==> src/hw/eeprom_master_params.svh <==
/*
  Timing counts, byte field positions and code values for the two-wire
  EEPROM bus master. Assumes a single reference clock whose period is
  given below.
*/
`ifndef EEPROM_MASTER_PARAMS_SVH
`define EEPROM_MASTER_PARAMS_SVH

// ****************************************************
// Timing
// ****************************************************
`define REF_CLK_PERIOD_NS 100
`define SCL_PERIOD_NS 10000
`define QUARTER_CYCLES ((`SCL_PERIOD_NS / `REF_CLK_PERIOD_NS) / 4)

// ****************************************************
// Byte framing
// ****************************************************
`define LAST_BIT_IDX 4'h8
`define RST_FRAME 9'h1ff

// ****************************************************
// Device address byte
// ****************************************************
`define TYPE_ARRAY 4'ha
`define TYPE_SPECIAL 4'hb
`define DA_TYPE_MSB 7
`define DA_TYPE_LSB 4
`define DA_CS_BIT 3
`define DA_HI_MSB 2
`define DA_HI_LSB 1
`define DA_RW_BIT 0

// ****************************************************
// Word address byte under the special type
// ****************************************************
`define WA_FN_MSB 7
`define WA_FN_LSB 6
`define WA_IDX_MSB 3
`define FN_IDENTIFICATION_PAGE 2'h0
`define FN_LOCK 2'h1
`define FN_UNIQUE_ID 2'h2
`define FN_SOFT_PROTECT 2'h3

`endif

==> src/hw/eeprom_master_pkg.sv <==
/*
  Types shared by the EEPROM bus master and its user.
  Assumes nothing beyond a SystemVerilog compiler.
*/
package eeprom_master_pkg;

  typedef enum logic [2:0] {
    OP_START,
    OP_STOP,
    OP_WRITE,
    OP_READ,
    OP_ADDR,
    OP_FUNC,
    OP_RECOVER
  } op_e;

  typedef enum {
    ST_IDLE,
    ST_START,
    ST_STOP,
    ST_BITS
  } st_e;

endpackage : eeprom_master_pkg

==> src/hw/eeprom_bus_master.sv <==
/*
  Two-wire bus master that drives a serial EEPROM through its clock and
  data pins. It makes the bus clock from ref_clk by a divider and takes
  one bus operation at a time from a plain command port.
  Assumes pull-ups on both lines and that the user sequences the ops.
*/
`timescale 1ns/100ps
`include "eeprom_master_params.svh"

// Operation
// Device samples data on clock rise, drives changes on clock fall.
// Every byte travels most significant bit first, one bit per clock.
// Each byte takes nine clocks: eight data bits plus acknowledge.
// Data changes only while clock low; change while high is Start/Stop.
// Start is data falling while clock high; precedes every command.
// Device detects data rising while clock high as Stop.
// Stop ending a write command launches the internal write cycle.
// Master releases data on ninth clock; device holds it low to acknowledge.
// Device enters standby after power-up, read Stop, or internal operation.
// Recovery: Start, nine clocks, Start, then Stop.
// Device ignores the bus until its power-on reset releases.
// Brown-out resets the device; it stays silent until reset releases.
// Hardware protect input high blocks array and identification page writes.
// Soft protect bit at one blocks array and identification page writes.
// Address byte: type in bits 7-4, strap bit 3, rw in bit 0.
// Type 1010 selects the array; 1011 selects the special functions.
// Device answers only when the strap bit matches its strap input.
// Address byte last bit: one means read, zero means write.
// Device acknowledges a matching address, not a mismatching one.
// Address bits 2 and 1 carry the top two array address bits.
// Special word address bits 7:6 pick function; bits 3:0 index bytes.
// Device acknowledges the word address byte after its address byte.
// Master decides how many bytes pass between Start and Stop.
// Under protection device acknowledges addresses but not data bytes.
// Write starts only if Stop comes in tenth clock after data.
// Device does not acknowledge its address during a write cycle.
// Device only pulls data low or releases it.
// Write cycle is a busy interval during which inputs are ignored.
module eeprom_bus_master
  import eeprom_master_pkg::*;
#(
  parameter int QUARTER = `QUARTER_CYCLES
) (
  // Clock and reset
  input wire logic ref_clk,
  input wire logic sys_rst,
  // Command port
  input wire logic cmd_valid,
  input wire eeprom_master_pkg::op_e cmd_op,
  input wire logic [7:0] cmd_data,
  input wire logic cmd_nack,
  input wire logic cmd_special,
  input wire logic cmd_chip_sel,
  input wire logic [1:0] cmd_addr_hi,
  input wire logic cmd_rw,
  input wire logic [1:0] cmd_fn,
  output logic cmd_ready,
  // Answer port
  output logic rsp_valid,
  output logic [7:0] rsp_data,
  output logic rsp_ack,
  output logic bus_active,
  // Bus pins
  output logic scl_o,
  output logic scl_oe,
  input wire logic sda_i,
  output logic sda_o,
  output logic sda_oe
);
  import eeprom_master_pkg::*;

  localparam int QW = $clog2(QUARTER + 1);

  // ****************************************************
  // Signals
  // ****************************************************
  st_e st_reg;
  logic [1:0] phase_reg;
  logic [QW-1:0] qcnt_reg;
  logic [3:0] bit_idx_reg;
  logic [8:0] tx_reg;
  logic [8:0] rx_reg;
  logic rd_reg;
  logic rec_reg;
  logic [1:0] rec_step_reg;
  logic sda_s;
  logic in_bits;
  logic tick;
  logic step_end;
  logic accept;
  logic scl_oe_next;
  logic sda_oe_next;

  assign in_bits = (st_reg == ST_BITS);
  assign tick = (qcnt_reg == '0);
  assign step_end = (st_reg != ST_IDLE) && tick && (phase_reg == 2'h3);
  assign accept = cmd_valid && cmd_ready && (st_reg == ST_IDLE);

  // ****************************************************
  // Byte builders
  // ****************************************************
  function automatic logic [7:0] addr_byte(input logic special,
                                           input logic cs,
                                           input logic [1:0] hi,
                                           input logic rw);
    logic [7:0] b;
    b = '0;
    b[`DA_TYPE_MSB:`DA_TYPE_LSB] = special ? `TYPE_SPECIAL : `TYPE_ARRAY;
    b[`DA_CS_BIT] = cs;
    b[`DA_HI_MSB:`DA_HI_LSB] = hi;
    b[`DA_RW_BIT] = rw;
    return b;
  endfunction : addr_byte

  function automatic logic [7:0] func_byte(input logic [1:0] fn,
                                           input logic [3:0] idx);
    logic [7:0] w;
    w = '0;
    w[`WA_FN_MSB:`WA_FN_LSB] = fn;
    w[`WA_IDX_MSB:0] = idx;
    return w;
  endfunction : func_byte

  // ****************************************************
  // Data line synchroniser
  // ****************************************************
  two_flop_sync #(
    .WIDTH(1)
  ) u_sda_sync (
    .ref_clk(ref_clk),
    .sys_rst(sys_rst),
    .async_in(sda_i),
    .sync_out(sda_s)
  );

  // ****************************************************
  // Quarter-period timebase
  // ****************************************************
  always_ff @(posedge ref_clk or posedge sys_rst) begin
    if (sys_rst) begin
      qcnt_reg <= '0;
      phase_reg <= 2'h0;
    end else if (accept || st_reg == ST_IDLE) begin
      qcnt_reg <= QW'(QUARTER - 1);
      phase_reg <= 2'h0;
    end else if (tick) begin
      qcnt_reg <= QW'(QUARTER - 1);
      phase_reg <= phase_reg + 2'h1;
    end else begin
      qcnt_reg <= qcnt_reg - QW'(1);
    end
  end

  // ****************************************************
  // Sequencer
  // ****************************************************
  always_ff @(posedge ref_clk or posedge sys_rst) begin
    if (sys_rst) begin
      st_reg <= ST_IDLE;
      bit_idx_reg <= 4'h0;
      tx_reg <= `RST_FRAME;
      rd_reg <= 1'b0;
      rec_reg <= 1'b0;
      rec_step_reg <= 2'h0;
      cmd_ready <= 1'b0;
    end else begin
      case (st_reg)
        ST_IDLE: begin
          cmd_ready <= !accept;
          bit_idx_reg <= 4'h0;
          if (accept) begin
            case (cmd_op)
              OP_START: st_reg <= ST_START;
              OP_STOP: st_reg <= ST_STOP;
              OP_WRITE: begin
                tx_reg <= {cmd_data, 1'b1};
                rd_reg <= 1'b0;
                st_reg <= ST_BITS;
              end
              OP_ADDR: begin
                tx_reg <= {addr_byte(cmd_special, cmd_chip_sel,
                                     cmd_addr_hi, cmd_rw), 1'b1};
                rd_reg <= 1'b0;
                st_reg <= ST_BITS;
              end
              OP_FUNC: begin
                tx_reg <= {func_byte(cmd_fn, cmd_data[3:0]), 1'b1};
                rd_reg <= 1'b0;
                st_reg <= ST_BITS;
              end
              OP_READ: begin
                tx_reg <= {8'hff, cmd_nack};
                rd_reg <= 1'b1;
                st_reg <= ST_BITS;
              end
              OP_RECOVER: begin
                rec_reg <= 1'b1;
                rec_step_reg <= 2'h0;
                st_reg <= ST_START;
              end
              default: st_reg <= ST_IDLE;
            endcase
          end
        end
        ST_BITS: begin
          if (step_end) begin
            tx_reg <= {tx_reg[7:0], 1'b1};
            if (bit_idx_reg != `LAST_BIT_IDX) begin
              bit_idx_reg <= bit_idx_reg + 4'h1;
            end else if (rec_reg) begin
              rec_step_reg <= 2'h2;
              st_reg <= ST_START;
            end else begin
              st_reg <= ST_IDLE;
              cmd_ready <= 1'b1;
            end
          end
        end
        ST_START: begin
          if (step_end) begin
            if (rec_reg && rec_step_reg == 2'h0) begin
              rec_step_reg <= 2'h1;
              tx_reg <= `RST_FRAME;
              rd_reg <= 1'b0;
              bit_idx_reg <= 4'h0;
              st_reg <= ST_BITS;
            end else if (rec_reg) begin
              rec_step_reg <= 2'h3;
              st_reg <= ST_STOP;
            end else begin
              st_reg <= ST_IDLE;
              cmd_ready <= 1'b1;
            end
          end
        end
        ST_STOP: begin
          if (step_end) begin
            rec_reg <= 1'b0;
            rec_step_reg <= 2'h0;
            st_reg <= ST_IDLE;
            cmd_ready <= 1'b1;
          end
        end
        default: st_reg <= ST_IDLE;
      endcase
    end
  end

  // ****************************************************
  // Receive shifter and answers
  // ****************************************************
  // Sample a quarter period after the clock rise, well clear of the
  // synchroniser delay and of any slave hold time.
  always_ff @(posedge ref_clk or posedge sys_rst) begin
    if (sys_rst) begin
      rx_reg <= '0;
    end else if (in_bits && tick && phase_reg == 2'h1) begin
      rx_reg <= {rx_reg[7:0], sda_s};
    end
  end

  always_ff @(posedge ref_clk or posedge sys_rst) begin
    if (sys_rst) begin
      rsp_valid <= 1'b0;
      rsp_data <= 8'h00;
      rsp_ack <= 1'b0;
    end else begin
      rsp_valid <= step_end && !rec_reg &&
                   (!in_bits || bit_idx_reg == `LAST_BIT_IDX) ||
                   step_end && rec_reg && st_reg == ST_STOP;
      if (step_end && in_bits && bit_idx_reg == `LAST_BIT_IDX) begin
        rsp_data <= rx_reg[8:1];
        rsp_ack <= !rx_reg[0];
      end
    end
  end

  always_ff @(posedge ref_clk or posedge sys_rst) begin
    if (sys_rst) begin
      bus_active <= 1'b0;
    end else if (step_end && st_reg == ST_START) begin
      bus_active <= 1'b1;
    end else if (step_end && st_reg == ST_STOP) begin
      bus_active <= 1'b0;
    end
  end

  // ****************************************************
  // Pin drive
  // ****************************************************
  // Both lines are only ever pulled low; a released line is high by
  // pull-up, so a slave may hold the data line low at any time.
  always_comb begin
    scl_oe_next = scl_oe;
    sda_oe_next = sda_oe;
    case (st_reg)
      ST_START: begin
        case (phase_reg)
          2'h0: sda_oe_next = 1'b0;
          2'h1: scl_oe_next = 1'b0;
          2'h2: sda_oe_next = 1'b1;
          default: scl_oe_next = 1'b1;
        endcase
      end
      ST_STOP: begin
        case (phase_reg)
          2'h0: sda_oe_next = 1'b1;
          2'h1: scl_oe_next = 1'b0;
          2'h2: sda_oe_next = 1'b0;
          default: scl_oe_next = 1'b0;
        endcase
      end
      ST_BITS: begin
        case (phase_reg)
          2'h0: sda_oe_next = !tx_reg[8];
          2'h1: scl_oe_next = 1'b0;
          2'h2: scl_oe_next = 1'b0;
          default: scl_oe_next = 1'b1;
        endcase
      end
      default: begin
        scl_oe_next = scl_oe;
        sda_oe_next = sda_oe;
      end
    endcase
  end

  always_ff @(posedge ref_clk or posedge sys_rst) begin
    if (sys_rst) begin
      scl_oe <= 1'b0;
      sda_oe <= 1'b0;
      scl_o <= 1'b0;
      sda_o <= 1'b0;
    end else begin
      scl_oe <= scl_oe_next;
      sda_oe <= sda_oe_next;
      scl_o <= 1'b0;
      sda_o <= 1'b0;
    end
  end
endmodule : eeprom_bus_master

==> src/hw/two_flop_sync.sv <==
/*
  Two flip-flop synchroniser, one chain per bit.
  Assumes the inputs are asynchronous levels.
*/
`timescale 1ns/100ps

module two_flop_sync #(
  parameter int WIDTH = 1
) (
  // Clock and reset
  input wire logic ref_clk,
  input wire logic sys_rst,
  // Data
  input wire logic [WIDTH-1:0] async_in,
  output logic [WIDTH-1:0] sync_out
);

  logic [WIDTH-1:0] meta_reg;

  for (genvar i = 0; i < WIDTH; i++) begin : g_bit
    always_ff @(posedge ref_clk or posedge sys_rst) begin
      if (sys_rst) begin
        meta_reg[i] <= 1'b1;
        sync_out[i] <= 1'b1;
      end else begin
        meta_reg[i] <= async_in[i];
        sync_out[i] <= meta_reg[i];
      end
    end
  end

endmodule : two_flop_sync

==> config.mk <==
export PLATFORM = sky130hd
export DESIGN_NAME = eeprom_bus_master
export DESIGN_NICKNAME = d
export VERILOG_FILES = /design/src/hw/eeprom_master_pkg.sv /design/src/hw/eeprom_bus_master.sv /design/src/hw/two_flop_sync.sv
export VERILOG_INCLUDE_DIRS = /design/src /design/src/hw
export SDC_FILE = /design/constraint.sdc
export NUM_CORES = 1
export LEC_CHECK = 0
export BUFFER_PORTS_ARGS = -buffer_cell sky130_fd_sc_hd__buf_4
export CAP_MARGIN = 20
export CORE_MARGIN = 2
export CORE_UTILIZATION = 50
export CTS_CLUSTER_DIAMETER = 120
export DETAILED_ROUTE_END_ITERATION = 8
export GPL_TIMING_DRIVEN = 0
export PLACE_DENSITY = 0.72
export SYNTH_ARGS = -nofsm -noshare
export SYNTH_HDL_FRONTEND = slang
export SYNTH_HIERARCHICAL = 1
export SYNTH_SLANG_ARGS = --single-unit
==> constraint.sdc <==
create_clock -name ref_clk -period 4.08 [get_ports ref_clk]
set_input_delay 0.408 -clock ref_clk [delete_from_list [all_inputs] [get_ports ref_clk]]
set_output_delay 0.408 -clock ref_clk [all_outputs]
set_load 0.01 [all_outputs]
==> run metrics <==
dominant cell type by area after synthesis dfrtp_1; sequential area share after synthesis 48.3%; IO Pins 39; Tcrit/Tclk final 49.9%; via count 1962; DR top layer met4; Final setup viols 0; vias per cell 5.48; global-route wire length before repair 8.90 mm; Tightest Pin Transition 530 ps; hold crit path type in2async; Netlist cell types 59; Worst setup SP type register; power density cells 291 nW/µm²; number of hold violations in the final report 0; Avg Cell Area, Syn 10.8 µm²; met2 wire len 2.44 mm; outcome completed; max cap viols 0; H-tree Lvls 2; CP max stage cell dfrtp_1; Initial DRT Pass Iterations 6; Warnings, synthesis 6; Reg2Reg Launch Point qcnt_reg[0]; number of CTS-inserted buffers 5; WL/cell 14.4 µm; core area 5070 µm²; Crit Path Max Fanout 9; die height 76.4 µm; Post-CTS Resized 0; Worst Path Arrival 2230 ps; largest net degree at the start of global routing 29; Max-slew headroom 64.4%; clock-pin transition on the worst setup and hold timing paths 90 ps; share of cells above drive strength 1 33.7%; cell row count 26; number of synthesized flops with an enable pin 0; DP Wirelength 3.80 mm; Final Skew 6.08 ps; Die ar. 5840 µm²; most common cell in the netlist dfrtp_1; CP endpoint kind register; Synth top area share 37.2%; post-CTS setup buffers 0; nets@finish 317; worst r2r path cells 6; post-place setup slack 2030 ps; Die W 76.4 µm; Routed Wire Length 5.15 mm; Leak 1.43 nW; Pwr Total 0.000905 W; Total GRT Usage 18.5%; DRC viols 0; vias in the first global route 1926; effective utilization at floorplan 51.7%; Antenna Nets Post-Route 0; met1 WL 2.44 mm; setup TNS 0 ps; critical path type reg2reg; ys async rst share 100%; CTS root buf clkbuf_8; list of most frequent post-synthesis cells dfrtp_1, mux2_2, nor2_1, o21ai_0, inv_1; max frequency 0.491 GHz; maximum VDD drop 0.000161 V; number of antenna diodes 0; setup slack, reg-to-reg 2040 ps; hold_buf cts 0; Yosys reg bits 50; global route overflow 0; CTS sink count 50; CP Data Required Time 4270 ps; top area cells in the synthesized netlist dfrtp_1, mux2_2, dfstp_2, ha_1, o21ai_0; crit path time final 2040 ps; # port buffers 36; Max Slew Vio Count 0; fin worst setup slack 2040 ps; Largest stage delay, worst path 400 ps; worst skew pair latency 300 ps; clk buf depth 2; worst-case hold slack 135 ps; RSZ-0062 raised after global routing false; Area Growth Syn to Fin 18.8%; DR WL met3 228 µm; DRT iter0 DRCs 159; CTS tree done; cells along the critical path inv_1 > ha_1 > nor4b_4 > nand3_1 > nor2_4 > mux2_2; Synth Instances 242; initial antenna violation count 0; GP Congestion 0.780; Netlist Area Pre-Place 2620 µm²; reg-to-reg endpoint rsp_data[2]; prevailing post-synth register cell dfrtp_1
-- cell type report --
| class | instances | area [µm²] |
|---|---|---|
| clock buffer | 6 | 72.6 |
| multi-input combinational | 163 | 1230 |
| sequential | 50 | 1260 |
| timing repair buffer | 37 | 290 |
| buffer | 15 | 68.8 |
| tap | 70 | 87.6 |
| fill | 467 | 1960 |
| inverter | 15 | 56.3 |
| clock inverter | 2 | 38.8 |
-- kinds of logic (layout without fill, tap and decap cells) --
logic type	count (synthesis)	after routing	share of synthesized area, %
buffers and inverters	30	75	4.77
muxes	29	29	12.4
AOI/OAI and AO/OA	59	59	14.9
DFF	50	50	48.3
other	1	2	0.143
and+or+nand+nor	61	61	14.5
adders and majority gates	8	8	3.72
xor gates and xnor gates	4	4	1.34
-- how the worst max path moves through the flow --
stage                            from  slack [ps]  depth (start not counted)               to
after floorplan           qcnt_reg[0]        2290                          6      rsp_data[0]
after global placement        sys_rst        1880                          2  rec_step_reg[1]
after detailed placement  qcnt_reg[0]        2030                          6      rsp_data[2]
after CTS                 qcnt_reg[0]        2030                          6      rsp_data[2]
after global routing      qcnt_reg[0]        1880                          6      rsp_data[1]
final                     qcnt_reg[0]        2040                          6      rsp_data[2]
-- where the power goes --
group / switching, W / internal (W)
combinational: 0.0000291 / 0.0000284
sequential: 0.00000200 / 0.000503
clock: 0.000158 / 0.000184
-- critical path: cells and delay by family (launching register included) --
kind                     cells  cell delay [ps]
flip-flops                   1              400
buffers and inverters        1               70
AND/OR/NAND/NOR              3              870
multiplexers                 1              380
adder cells (fa/ha/maj)      1              210
-- placed cells by master (no fill, tap or decap), types with 3 or more instances in the layout --
cell type	instances
a21oi_1	11
or3_1	4
buf_2	4
mux2_2	27
nand2_1	7
inv_1	13
ha_1	7
xnor2_1	3
dfrtp_1	39
clkbuf_8	5
clkbuf_1	9
o22ai_1	3
nand3_1	4
nor3_1	5
nor4bb_1	5
o21ai_0	15
dfstp_2	11
a21o_1	3
buf_4	38
nor3b_1	3
nor2_1	15
a31oi_1	10
-- metrics by stage --
stage               util, %  std cells  area (µm²)
global route           61.4        358        3110
detailed placement     59.2        350        3000
floorplan                 -        243        2630
CTS                    61.4        358        3110
finish                 61.4        358        3110
global placement       58.8        349        2980
-- routing by layer --
| layer | vias to the layer above | track usage, % |
|---|---|---|
| met5 | - | 0 |
| met2 | 54 | 30.5 |
| li1 | 969 | - |
| met4 | 0 | 3.82 |
| met1 | 933 | 25.4 |
| met3 | 6 | 3.91 |
(Power assumes the default switching activity.)
